[src/minmove_params.svh]
/*
 Constants for the minimum compare and move datapath: register offsets, flag
 bit positions, reset values and the address confinement of the absolute move.
 Assumes it is included by bare name after the package has been compiled.

// Summary of operation
// - 16-bit minimum: selected half takes the signed operand only when the half is greater.
// - 16-bit minimum: negative flag set when the half is less than the operand.
// - 16-bit minimum: zero flag set when the half equals the operand.
// - 16-bit minimum: overflow set when the half is greater, never cleared here.
// - Repeated 16-bit minimum runs N+1 times in N+1 cycles, flags show final result.
// - Conditional unsigned product minimum takes one cycle and does not repeat.
// - After a repeat, the product minimum clears the repeat counter and runs once.
// - Product minimum: N0 Z0 loads; N0 Z1 and product greater loads, sets overflow; N1 keeps.
// - Product minimum compares product and operand as unsigned 32-bit values.
// - 32-bit minimum loads the accumulator from the operand only when the accumulator is greater.
// - 32-bit minimum: zero flag set when accumulator equals the operand.
// - 32-bit minimum: negative flag from an exact signed compare, no wraparound.
// - 32-bit minimum: carry cleared on borrow of accumulator minus operand, else set.
// - 32-bit minimum repeats N+1 times; overflow also set by intermediate overflow, never cleared.
// - Absolute move copies a 16-bit operand to an immediate address in N+2 cycles.
// - Absolute move destination stays in the lowest 64K words, upper bits zero.
// - Repeated absolute move post-increments only the low 16 bits of the destination.
*/
`ifndef MINMOVE_PARAMS_SVH
`define MINMOVE_PARAMS_SVH
`define REG_ACC       8'h00
`define REG_PROD      8'h04
`define REG_FLAGS     8'h08
`define REG_REPEAT    8'h0C
`define REG_STATUS    8'h10
`define FLG_N         0
`define FLG_Z         1
`define FLG_C         2
`define FLG_V         3
`define WORD_ZERO     32'h00000000
`define HALF_ZERO     16'h0000
`define ADDR_LOW_MASK 32'h0000FFFF
`define ADDR_STEP     16'h0001
`endif

[src/minmove_pkg.sv]
/*
 Types shared by the minimum compare and move datapath.
 Assumes nothing of its surroundings.
*/
package minmove_pkg;
	typedef enum logic [1:0] {
		op_min16,
		op_long_accumulator_minimum,
		op_conditional_unsigned_product_minimum,
		op_movabs
	} opcode_e;
	typedef enum logic [1:0] {
		st_idle,
		st_setup,
		st_exec
	} state_e;
endpackage

[src/minimum_compare_move_unit.sv]
/*
 Execution datapath for the minimum and absolute move instructions, with the
 accumulator, product register, flags and repeat counter held here.
 Assumes the decoder presents one operand on OPND_IN in every cycle that
 OPND_TAKE_OUT is high, all on CLK_IN.
*/
// Chosen here: the register offsets and the plain strobed port.
`timescale 1ns/1ns
`include "minmove_params.svh"
module minimum_compare_move_unit #(
	parameter int RPT_W = 16
) (
	input  wire logic              CLK_IN,           // Core clock.
	input  wire logic              SYS_RST_IN,       // Async reset, active high.
	input  wire logic [7:0]        REG_ADDR_IN,      // Register byte address.
	input  wire logic [31:0]       REG_WDATA_IN,     // Register write data.
	input  wire logic              REG_WR_IN,        // Write strobe.
	input  wire logic              REG_RD_IN,        // Read strobe.
	output logic      [31:0]       REG_RDATA_OUT,    // Read data, one cycle later.
	input  wire logic              CMD_VALID_IN,     // Instruction offered.
	input  wire minmove_pkg::opcode_e CMD_OP_IN,     // Instruction kind.
	input  wire logic              CMD_HIGH_HALF_IN, // Select upper accumulator half.
	input  wire logic [15:0]       CMD_DEST_IN,      // Absolute move destination.
	output logic                   CMD_READY_OUT,    // Unit idle, takes instruction.
	input  wire logic [31:0]       OPND_IN,          // Memory operand.
	output logic                   OPND_TAKE_OUT,    // Operand consumed this cycle.
	output logic                   MEM_WR_OUT,       // Data write strobe.
	output logic      [31:0]       MEM_ADDR_OUT,     // Data write address.
	output logic      [15:0]       MEM_DATA_OUT      // Data write value.
);
	import minmove_pkg::*;

	state_e            state;
	state_e            next_state;
	opcode_e           op;
	opcode_e           next_op;
	logic              high;
	logic              next_high;
	logic [31:0]       acc;
	logic [31:0]       next_acc;
	logic [31:0]       prod;
	logic [31:0]       next_prod;
	logic              n;
	logic              next_n;
	logic              z;
	logic              next_z;
	logic              c;
	logic              next_c;
	logic              v;
	logic              next_v;
	logic [RPT_W-1:0]  repeat_instruction;
	logic [RPT_W-1:0]  next_rpt;
	logic [RPT_W-1:0]  left;
	logic [RPT_W-1:0]  next_left;
	logic [15:0]       dest;
	logic [15:0]       next_dest;
	logic              next_mem_wr;
	logic [31:0]       next_mem_addr;
	logic [15:0]       next_mem_data;
	logic [31:0]       next_rdata;
	logic [15:0]       half;
	logic              h_lt;
	logic              h_eq;
	logic              h_gt;
	logic [32:0]       ldiff;
	logic              l_lt;
	logic              l_eq;
	logic              l_gt;
	logic              l_borrow;
	logic              l_ovf;
	logic              p_gt;
	logic              exe;

	assign exe           = (state == st_exec);
	assign CMD_READY_OUT = (state == st_idle);
	assign OPND_TAKE_OUT = exe;
	assign half          = high ? acc[31:16] : acc[15:0];
	assign h_lt          = $signed(half) < $signed(OPND_IN[15:0]);
	assign h_eq          = half == OPND_IN[15:0];
	assign h_gt          = !h_lt && !h_eq;
	// A 33-bit signed difference keeps the sign exact where 32 bits would wrap.
	assign ldiff         = {acc[31], acc} - {OPND_IN[31], OPND_IN};
	assign l_lt          = ldiff[32];
	assign l_eq          = acc == OPND_IN;
	assign l_gt          = !l_lt && !l_eq;
	assign l_borrow      = acc < OPND_IN;
	assign l_ovf         = (acc[31] != OPND_IN[31]) && (ldiff[31] != acc[31]);
	assign p_gt          = prod > OPND_IN;

	always_comb begin
		next_state    = state;
		next_op       = op;
		next_high     = high;
		next_acc      = acc;
		next_prod     = prod;
		next_n        = n;
		next_z        = z;
		next_c        = c;
		next_v        = v;
		next_rpt      = repeat_instruction;
		next_left     = left;
		next_dest     = dest;
		next_mem_wr   = 1'b0;
		next_mem_addr = MEM_ADDR_OUT;
		next_mem_data = MEM_DATA_OUT;
		next_rdata    = `WORD_ZERO;
		if (REG_RD_IN) begin
			unique case (REG_ADDR_IN)
				`REG_ACC:    next_rdata = acc;
				`REG_PROD:   next_rdata = prod;
				`REG_FLAGS:  next_rdata = {28'h0000000, v, c, z, n};
				`REG_REPEAT: next_rdata = 32'(repeat_instruction);
				`REG_STATUS: next_rdata = {31'h00000000, !CMD_READY_OUT};
				default:     next_rdata = `WORD_ZERO;
			endcase
		end
		// Software writes land only while idle so they never race a running instruction.
		if (REG_WR_IN && CMD_READY_OUT && !CMD_VALID_IN) begin
			unique case (REG_ADDR_IN)
				`REG_ACC:    next_acc = REG_WDATA_IN;
				`REG_PROD:   next_prod = REG_WDATA_IN;
				`REG_FLAGS: begin
					next_n = REG_WDATA_IN[`FLG_N];
					next_z = REG_WDATA_IN[`FLG_Z];
					next_c = REG_WDATA_IN[`FLG_C];
					next_v = REG_WDATA_IN[`FLG_V];
				end
				`REG_REPEAT: next_rpt = REG_WDATA_IN[RPT_W-1:0];
				default: ;
			endcase
		end
		unique case (state)
			st_idle: begin
				if (CMD_VALID_IN) begin
					next_op   = CMD_OP_IN;
					next_high = CMD_HIGH_HALF_IN;
					next_dest = CMD_DEST_IN;
					next_left = repeat_instruction;
					next_state = st_exec;
					if (CMD_OP_IN == op_conditional_unsigned_product_minimum) begin
						next_left = '0;
						next_rpt  = '0;
					end else if (CMD_OP_IN == op_movabs) begin
						next_state = st_setup;
					end
				end
			end
			st_setup: next_state = st_exec;
			st_exec: begin
				unique case (op)
					op_min16: begin
						next_n = h_lt;
						next_z = h_eq;
						next_v = v | h_gt;
						if (h_gt) begin
							if (high) next_acc[31:16] = OPND_IN[15:0];
							else next_acc[15:0] = OPND_IN[15:0];
						end
					end
					op_long_accumulator_minimum: begin
						next_z = l_eq;
						next_n = l_lt;
						next_c = !l_borrow;
						next_v = v | l_gt | l_ovf;
						if (l_gt) next_acc = OPND_IN;
					end
					op_conditional_unsigned_product_minimum: begin
						if (!n && !z) begin
							next_prod = OPND_IN;
						end else if (!n && z && p_gt) begin
							next_prod = OPND_IN;
							next_v    = 1'b1;
						end
					end
					op_movabs: begin
						next_mem_wr   = 1'b1;
						next_mem_addr = {`HALF_ZERO, dest} & `ADDR_LOW_MASK;
						next_mem_data = OPND_IN[15:0];
						next_dest     = dest + `ADDR_STEP;
					end
				endcase
				if (left == '0) begin
					next_state = st_idle;
					next_rpt   = '0;
				end else begin
					next_left = left - 1'b1;
				end
			end
			default: next_state = st_idle;
		endcase
	end

	always_ff @(posedge CLK_IN or posedge SYS_RST_IN) begin
		if (SYS_RST_IN) begin
			state         <= st_idle;
			op            <= op_min16;
			high          <= 1'b0;
			acc           <= `WORD_ZERO;
			prod          <= `WORD_ZERO;
			n             <= 1'b0;
			z             <= 1'b0;
			c             <= 1'b0;
			v             <= 1'b0;
			repeat_instruction           <= '0;
			left          <= '0;
			dest          <= `HALF_ZERO;
			MEM_WR_OUT    <= 1'b0;
			MEM_ADDR_OUT  <= `WORD_ZERO;
			MEM_DATA_OUT  <= `HALF_ZERO;
			REG_RDATA_OUT <= `WORD_ZERO;
		end else begin
			state         <= next_state;
			op            <= next_op;
			high          <= next_high;
			acc           <= next_acc;
			prod          <= next_prod;
			n             <= next_n;
			z             <= next_z;
			c             <= next_c;
			v             <= next_v;
			repeat_instruction           <= next_rpt;
			left          <= next_left;
			dest          <= next_dest;
			MEM_WR_OUT    <= next_mem_wr;
			MEM_ADDR_OUT  <= next_mem_addr;
			MEM_DATA_OUT  <= next_mem_data;
			REG_RDATA_OUT <= next_rdata;
		end
	end

	logic ex16;
	logic exl;
	logic excul;
	logic acc_ok;
	assign ex16   = exe && op == op_min16;
	assign exl    = exe && op == op_long_accumulator_minimum;
	assign excul  = exe && op == op_conditional_unsigned_product_minimum;
	assign acc_ok = CMD_READY_OUT && CMD_VALID_IN;
endmodule

[config.mk]
export PLATFORM = sky130hd
export DESIGN_NAME = minimum_compare_move_unit
export DESIGN_NICKNAME = d
export VERILOG_FILES = /design/src/minmove_pkg.sv /design/src/minimum_compare_move_unit.sv
export VERILOG_INCLUDE_DIRS = /design/src
export SDC_FILE = /design/constraint.sdc
export NUM_CORES = 1
export LEC_CHECK = 0
export ABC_AREA = 1
export CAP_MARGIN = 30
export CORE_MARGIN = 5
export CORE_UTILIZATION = 55
export CTS_CLUSTER_SIZE = 10
export DETAILED_ROUTE_END_ITERATION = 10
export DONT_BUFFER_PORTS = 1
export PLACE_DENSITY = 0.78
export SYNTH_ARGS = -nofsm -noshare
export SYNTH_HDL_FRONTEND = slang
export SYNTH_SLANG_ARGS = --single-unit
[constraint.sdc]
create_clock -name CLK_IN -period 7.72 [get_ports CLK_IN]
set_input_delay 1.544 -clock CLK_IN [delete_from_list [all_inputs] [get_ports CLK_IN]]
set_output_delay 1.544 -clock CLK_IN [all_outputs]
set_load 0.01 [all_outputs]
==> results of run 1 <==
cell usage after synthesis, drive strengths merged, types with 2 or more instances:
cell	number	area, um^2
or2	12	75.1
mux2	14	158
nand3	99	518
ha	83	1040
xor2	15	131
clkbuf	59	221
nor3	10	55.1
o22ai	8	50.1
o211ai	7	52.6
nor2	97	407
nand2	633	2390
a2bb2oi	2	17.5
clkinv	4	15.0
inv	234	878
nand4	66	425
a221oi	5	43.8
a31oi	10	62.6
o221ai	5	43.8
dfrtp	186	4650
buf	51	344
o21a	4	30.0
a32o	2	20.0
o21bai	4	30.0
o21ai	255	1330
a21o	5	37.5
nor4	6	52.6
a21oi	92	460
worst max-delay path: cells and delay by family:
kind            cells  cell delay [ns]
simple gates        9             2.16
fa+ha+maj           1             0.35
compound gates      3             0.61
buf+inv             1             0.19
layer usage:
metal  up-vias  part of all wire [%]
met5         -                     0
met4         0                   4.1
met3       135                    13
met1      6249                    40
met2       874                    43
li1       6307                     -
registers in the layout, indices dropped and copies added, names as in the netlist, 2 cells and up:
signal	cells
prod	32
MEM_DATA_OUT	16
repeat_instruction	16
left	16
acc	32
op	2
state	2
dest	16
REG_RDATA_OUT	32
MEM_ADDR_OUT	16
cell families (layout without fill, tap and decap cells):
family,Yosys count,in the layout,synth area share (%)
XOR/XNOR,15,15,0.966
multiplexers,14,14,1.16
other,1,16,0.0276
flip-flops,186,186,34.2
AO/OA/AOI/OAI,404,404,16.3
AND/OR/NAND/NOR,925,925,28.9
buffers and inverters,348,284,10.7
adder cells (fa/ha/maj),83,83,7.64
worst max-delay path by stage:
stage                      from              end  slack, ns  cells after the start
detailed placement   OPND_IN[9]          acc[17]       2.99                     16
floorplan            SYS_RST_IN  MEM_ADDR_OUT[0]       1.12                      1
global route               high          acc[27]       2.89                     18
global placement    OPND_IN[15]           acc[4]       3.05                     14
CTS                 OPND_IN[15]          acc[17]       3.41                     14
finish              OPND_IN[15]          acc[17]       3.21                     14
power by group through the flow:
stage / clock (uW) / sequential [uW] / combinational, uW
after floorplan: 0 / 1570 / 2410
after global placement: 0 / 1670 / 2910
after detailed placement: 0 / 1690 / 3010
after CTS: 978 / 1670 / 3040
after global routing: 1020 / 1720 / 3500
final: 976 / 1680 / 3120
per-stage QoR:
stage | area (um^2) | total power (uW) | setup slack, ns | hold WS (ns)
floorplan | 13700 | 3970 | 1.12 | 0.494
global placement | 13600 | 4590 | 3.05 | 0.513
detailed placement | 13600 | 4700 | 2.99 | 0.519
CTS | 14300 | 5680 | 3.41 | 0.539
global route | 14300 | 6240 | 2.89 | 0.564
finish | 14300 | 5780 | 3.21 | 0.541
final cells by class:
class                   instances  area (um^2)  area share (%)
inverters                     238          901            6.31
clock buffers                  17          425            2.98
repair buffers                 14          105           0.736
clock inverters                15          214            1.50
well taps                     324          405            2.84
flip-flops and latches        186         4660            32.6
multi-input cells            1457         7570            53.0
==> results.sh, run 1 <==
export IMPL_outcome="complete, no violations"
export IMPL_tightest_slew_ns=1.02
export IMPL_slew_headroom_pct=31.6
export IMPL_grt_busiest_layer="met2"
export IMPL_whs_path_depth=2
export IMPL_layout_drive_gt1_share_pct=5.86
export IMPL_cp_start_kind="input port"
export IMPL_port_buffers=0
export IMPL_num_antenna_cells=0
export IMPL_rr_worst_depth=18
export IMPL_cp_max_fo=34
export IMPL_clock_power_share_pct=16.9
export IMPL_finalCritPeriodShare_pct=58.5
export IMPL_start_util_pct=55.9
export IMPL_p_seq_share_pct=29.1
export IMPL_drv_cap=0
export IMPL_die_w_um=167
export IMPL_finalHoldViolations=0
export IMPL_place_gp_congestion=0.989
export IMPL_gr_usage_met1_pct=42.9
export IMPL_cts_root_buf="clkbuf_16"
export IMPL_min_to="left[15]"
export IMPL_p_leak_uw=0.00751
export IMPL_dr_pass1_iters=6
export IMPL_postCtsHoldBufs=0
export IMPL_critPathSlowestCell="nand3_4"
export IMPL_final_util_pct=58.7
export IMPL_synth_edf_count=0
export IMPL_clk_latency_ns=0.46
export IMPL_postCtsSetupBuffers=0
export IMPL_grt_use_met3_pct=9.29
export IMPL_async_reset_ff_share_pct=100
export IMPL_p_switching_uw=2980
export IMPL_mostFrequentLayoutCell="nand2_1"
export IMPL_cp_arrival_ns=4.85
export IMPL_avgSynthCellArea_um2=6.88
export IMPL_r2r_end="acc[17]"
export IMPL_die_area_mm2=0.0280
export IMPL_crit_chain="inv_1 > ha_1 > a21oi_1 > o21ai_0 > a21oi_1 > nand2_1 > nand2_1 > nand3_2 > nand3_4 > nand2_1 > nand3_1 > nand2_1 > nand2_1 > nand2_1"
export IMPL_synth_area_mm2=0.0136
export IMPL_yosys_warnings=0
export IMPL_min_path_type="reg2reg"
export IMPL_crit_path_end_kind="register"
export IMPL_cts_clk_slew_worst_paths_ns=0.09
export IMPL_place_detailed_hpwl_um=31500
export IMPL_fillCellCount=2260
export IMPL_tns_ns=0
export IMPL_period_minus_slack_ns=4.51
export IMPL_cts_resized=0
export IMPL_fmax_mhz=222
export IMPL_ff2ff_setup_slack_ns=3.22
export IMPL_p_sw_share_pct=51.6
export IMPL_crit_top_cell="nand2_1"
export IMPL_grt_pass1_vias=12513
export IMPL_grt_pass1_wl_um=69800
export IMPL_globalRouteMet2Util_pct=45.8
export IMPL_regToRegStartpoint="high"
export IMPL_maxSlewViolCount=0
export IMPL_antenna_found_initial=0
export IMPL_cts_tree="done"
export IMPL_drt_iter0_drc=2064
export IMPL_place_inst=2219
export IMPL_antenna_left=0
export IMPL_clock_skew_ns=0.0156
export IMPL_cpPeakStageDelay_ns=0.81
export IMPL_routed_wl_um=44300
export IMPL_power_frac_comb_pct=54.0
export IMPL_ys_types=49
export IMPL_viasPerCell=6.03
export IMPL_powerDensity_mw_per_mm2=405
export IMPL_wl_per_cell_um=19.7
export IMPL_netlist_instances=1976
export IMPL_grt_usage_pct=30.9
export IMPL_dr_total_vias=13565
export IMPL_rsz0062_at_grt="no"
export IMPL_die_h_um=167
export IMPL_ys_dominant_reg_cell="dfrtp_1"
export IMPL_final_cell_mix="nand2_1 (628), inv_1 (231), dfrtp_1 (185), o21ai_0 (185), nand3_1 (96)"
export IMPL_critPathKind="in2reg"
export IMPL_io_pins=179
export IMPL_grt_start_max_net_pins=117
export IMPL_synth_yosys_seq_area_share_pct=34.2
export IMPL_fin_nets=2093
export IMPL_p_int_uw=2800
export IMPL_final_cells=2251
export IMPL_overflow=0
export IMPL_row_count=57
export IMPL_ys_ff_latch=186
export IMPL_clk_path_buf_depth=2
export IMPL_max_vdd_ir_drop_mv=0.192
export IMPL_crit_required_ns=8.05
export IMPL_htreeDepth=4
export IMPL_setup_viol=0
export IMPL_cts_buffers=17
export IMPL_drc=0
export IMPL_clkSinkCount=186
export IMPL_worstHoldStart="left[15]"
export IMPL_core_area_mm2=0.0243
export IMPL_syn_to_final_growth_pct=5.00
(Power assumes the default switching activity.)
==> run 2, diff against run 1 <==
- clock period: 7.72 -> 4.35 ns (I/O delays scaled with it)
==> results.sh, run 2 (synthesis gave the netlist of run 1 again) <==
export IMPL_outcome="complete, no violations"
export IMPL_die_w_um=167
export IMPL_final_cells=2265
export IMPL_grt_usage_pct=32.1
export IMPL_wl_per_cell_um=20.5
export IMPL_antenna_found_initial=3
export IMPL_dr_pass1_iters=7
export IMPL_cts_tree="done"
export IMPL_num_antenna_cells=0
export IMPL_antenna_left=0
export IMPL_rsz0062_at_grt="no"
export IMPL_clkSinkCount=186
export IMPL_cts_resized=0
export IMPL_crit_required_ns=4.75
export IMPL_p_seq_share_pct=28.8
export IMPL_io_pins=179
export IMPL_power_frac_comb_pct=54.7
export IMPL_clk_path_buf_depth=2
export IMPL_drv_cap=0
export IMPL_fillCellCount=2262
export IMPL_place_gp_congestion=0.968
export IMPL_crit_path_end_kind="register"
export IMPL_tns_ns=0
export IMPL_critPathKind="reg2reg"
export IMPL_place_inst=2232
export IMPL_cp_arrival_ns=3.87
export IMPL_mostFrequentLayoutCell="nand2_1"
export IMPL_top_regs="REG_RDATA_OUT x32, acc x32, prod x32"
export IMPL_powerDensity_mw_per_mm2=724
export IMPL_max_vdd_ir_drop_mv=0.408
export IMPL_cts_buffers=17
export IMPL_slew_headroom_pct=26.4
export IMPL_drc=0
export IMPL_tightest_slew_ns=1.10
export IMPL_viasPerCell=6.05
export IMPL_endpoint="acc[28]"
export IMPL_row_count=57
export IMPL_place_area_mm2=0.0138
export IMPL_place_detailed_hpwl_um=33400
export IMPL_clock_skew_ns=0.0160
export IMPL_cp_max_fo=43
export IMPL_die_area_mm2=0.0280
export IMPL_p_sw_share_pct=51.8
export IMPL_regToRegStartpoint="high"
export IMPL_period_minus_slack_ns=3.47
export IMPL_postCtsHoldBufs=0
export IMPL_clk_latency_ns=0.46
export IMPL_cts_root_buf="clkbuf_16"
export IMPL_htreeDepth=4
export IMPL_postCtsSetupBuffers=0
export IMPL_finalHoldViolations=0
export IMPL_grt_pass1_vias=13018
export IMPL_finalCritPeriodShare_pct=79.9
export IMPL_core_area_mm2=0.0243
export IMPL_layout_drive_gt1_share_pct=6.54
export IMPL_port_buffers=0
export IMPL_maxSlewViolCount=0
export IMPL_final_cell_mix="nand2_1 (628), inv_1 (231), dfrtp_1 (185), o21ai_0 (185), nand3_1 (96)"
export IMPL_start_util_pct=55.9
export IMPL_p_int_uw=5050
export IMPL_die_h_um=167
export IMPL_cp_start_kind="register"
export IMPL_fmax_mhz=288
export IMPL_grt_pass1_wl_um=71900
export IMPL_min_path_type="in2async"
export IMPL_p_leak_uw=0.00759
export IMPL_overflow=0
export IMPL_r2r_end="acc[28]"
export IMPL_grt_start_max_net_pins=89
export IMPL_fin_nets=2107
export IMPL_cts_clk_slew_worst_paths_ns=0.09
export IMPL_clock_power_share_pct=16.5
export IMPL_p_switching_uw=5410
export IMPL_fin_area_mm2=0.0145
export IMPL_drt_iter0_drc=1570
export IMPL_syn_to_final_growth_pct=6.25
export IMPL_routed_wl_um=46300
export IMPL_ff2ff_setup_slack_ns=0.88
export IMPL_rr_worst_depth=20
export IMPL_setup_viol=0
export IMPL_critPathLaunch="high"
export IMPL_dr_total_vias=13694
==> run 2: layout make-up <==
| cell class | instances | area [um^2] | area share (%) |
|---|---|---|---|
| tap | 324 | 405 | 2.81 |
| clock inverter | 15 | 219 | 1.52 |
| timing repair buffer | 28 | 273 | 1.89 |
| clock buffer | 17 | 425 | 2.94 |
| inverter | 238 | 897 | 6.21 |
| multi-input combinational | 1457 | 7570 | 52.4 |
| sequential | 186 | 4660 | 32.2 |
==> run 2: critical path, stage by stage, from the launching register on <==
cell and delay, ns:
dfrtp_2 0.40, clkinv_1 0.51, nand2_1 0.31, o21ai_0 0.14, ha_1 0.31, inv_1 0.06
nor2_1 0.04, o21bai_1 0.11, nand2_1 0.08, nand2_1 0.06, nand2_1 0.05, nand2_1 0.09
nand2_1 0.07, nand2_2 0.07, nand3_1 0.28, buf_12 0.30, o21ai_0 0.21, nand2_1 0.07
nand2_1 0.10, nand2_1 0.05, nand2_1 0.08
==> run 2: worst min-delay path by stage <==
stage / from / to / slack, ns / cells past startpoint
CTS: SYS_RST_IN / dest[9] / 0.38 / 1
detailed placement: left[15] / left[15] / 0.53 / 2
finish: SYS_RST_IN / acc[11] / 0.37 / 1
global placement: left[7] / left[7] / 0.51 / 2
floorplan: left[15] / left[15] / 0.49 / 2
global route: SYS_RST_IN / dest[15] / 0.41 / 1
==> run 2: power groups by stage <==
stage	clock network, uW	registers [uW]	logic, uW
after floorplan	0	2780	4270
after global placement	0	3000	5350
after detailed placement	0	3030	5530
after CTS	1730	3000	5560
after global routing	1810	3080	6390
final	1720	3020	5720
==> run 2: metrics by stage <==
stage	worst slack [ns]	utilization, %	hold slack [ns]	power (uW)
3_3_place_gp	0.853	56.7	0.514	8360
3_5_place_dp	0.791	56.7	0.530	8560
2_1_floorplan	1.09	-	0.494	7050
4_1_cts	1.02	59.3	0.384	10300
5_1_grt	0.603	59.4	0.411	11300
6_report	0.876	59.4	0.371	10500
==> run 2: metal layers <==
metal  routed length (um)  vias to the layer above  global-route usage (%)
met2                20100                      848                    49.0
met1                18600                     6337                    42.5
met4                 2080                        6                    15.0
met3                 5530                      169                    8.89
li1                     -                     6334                       -
met5                   37                        -                       0
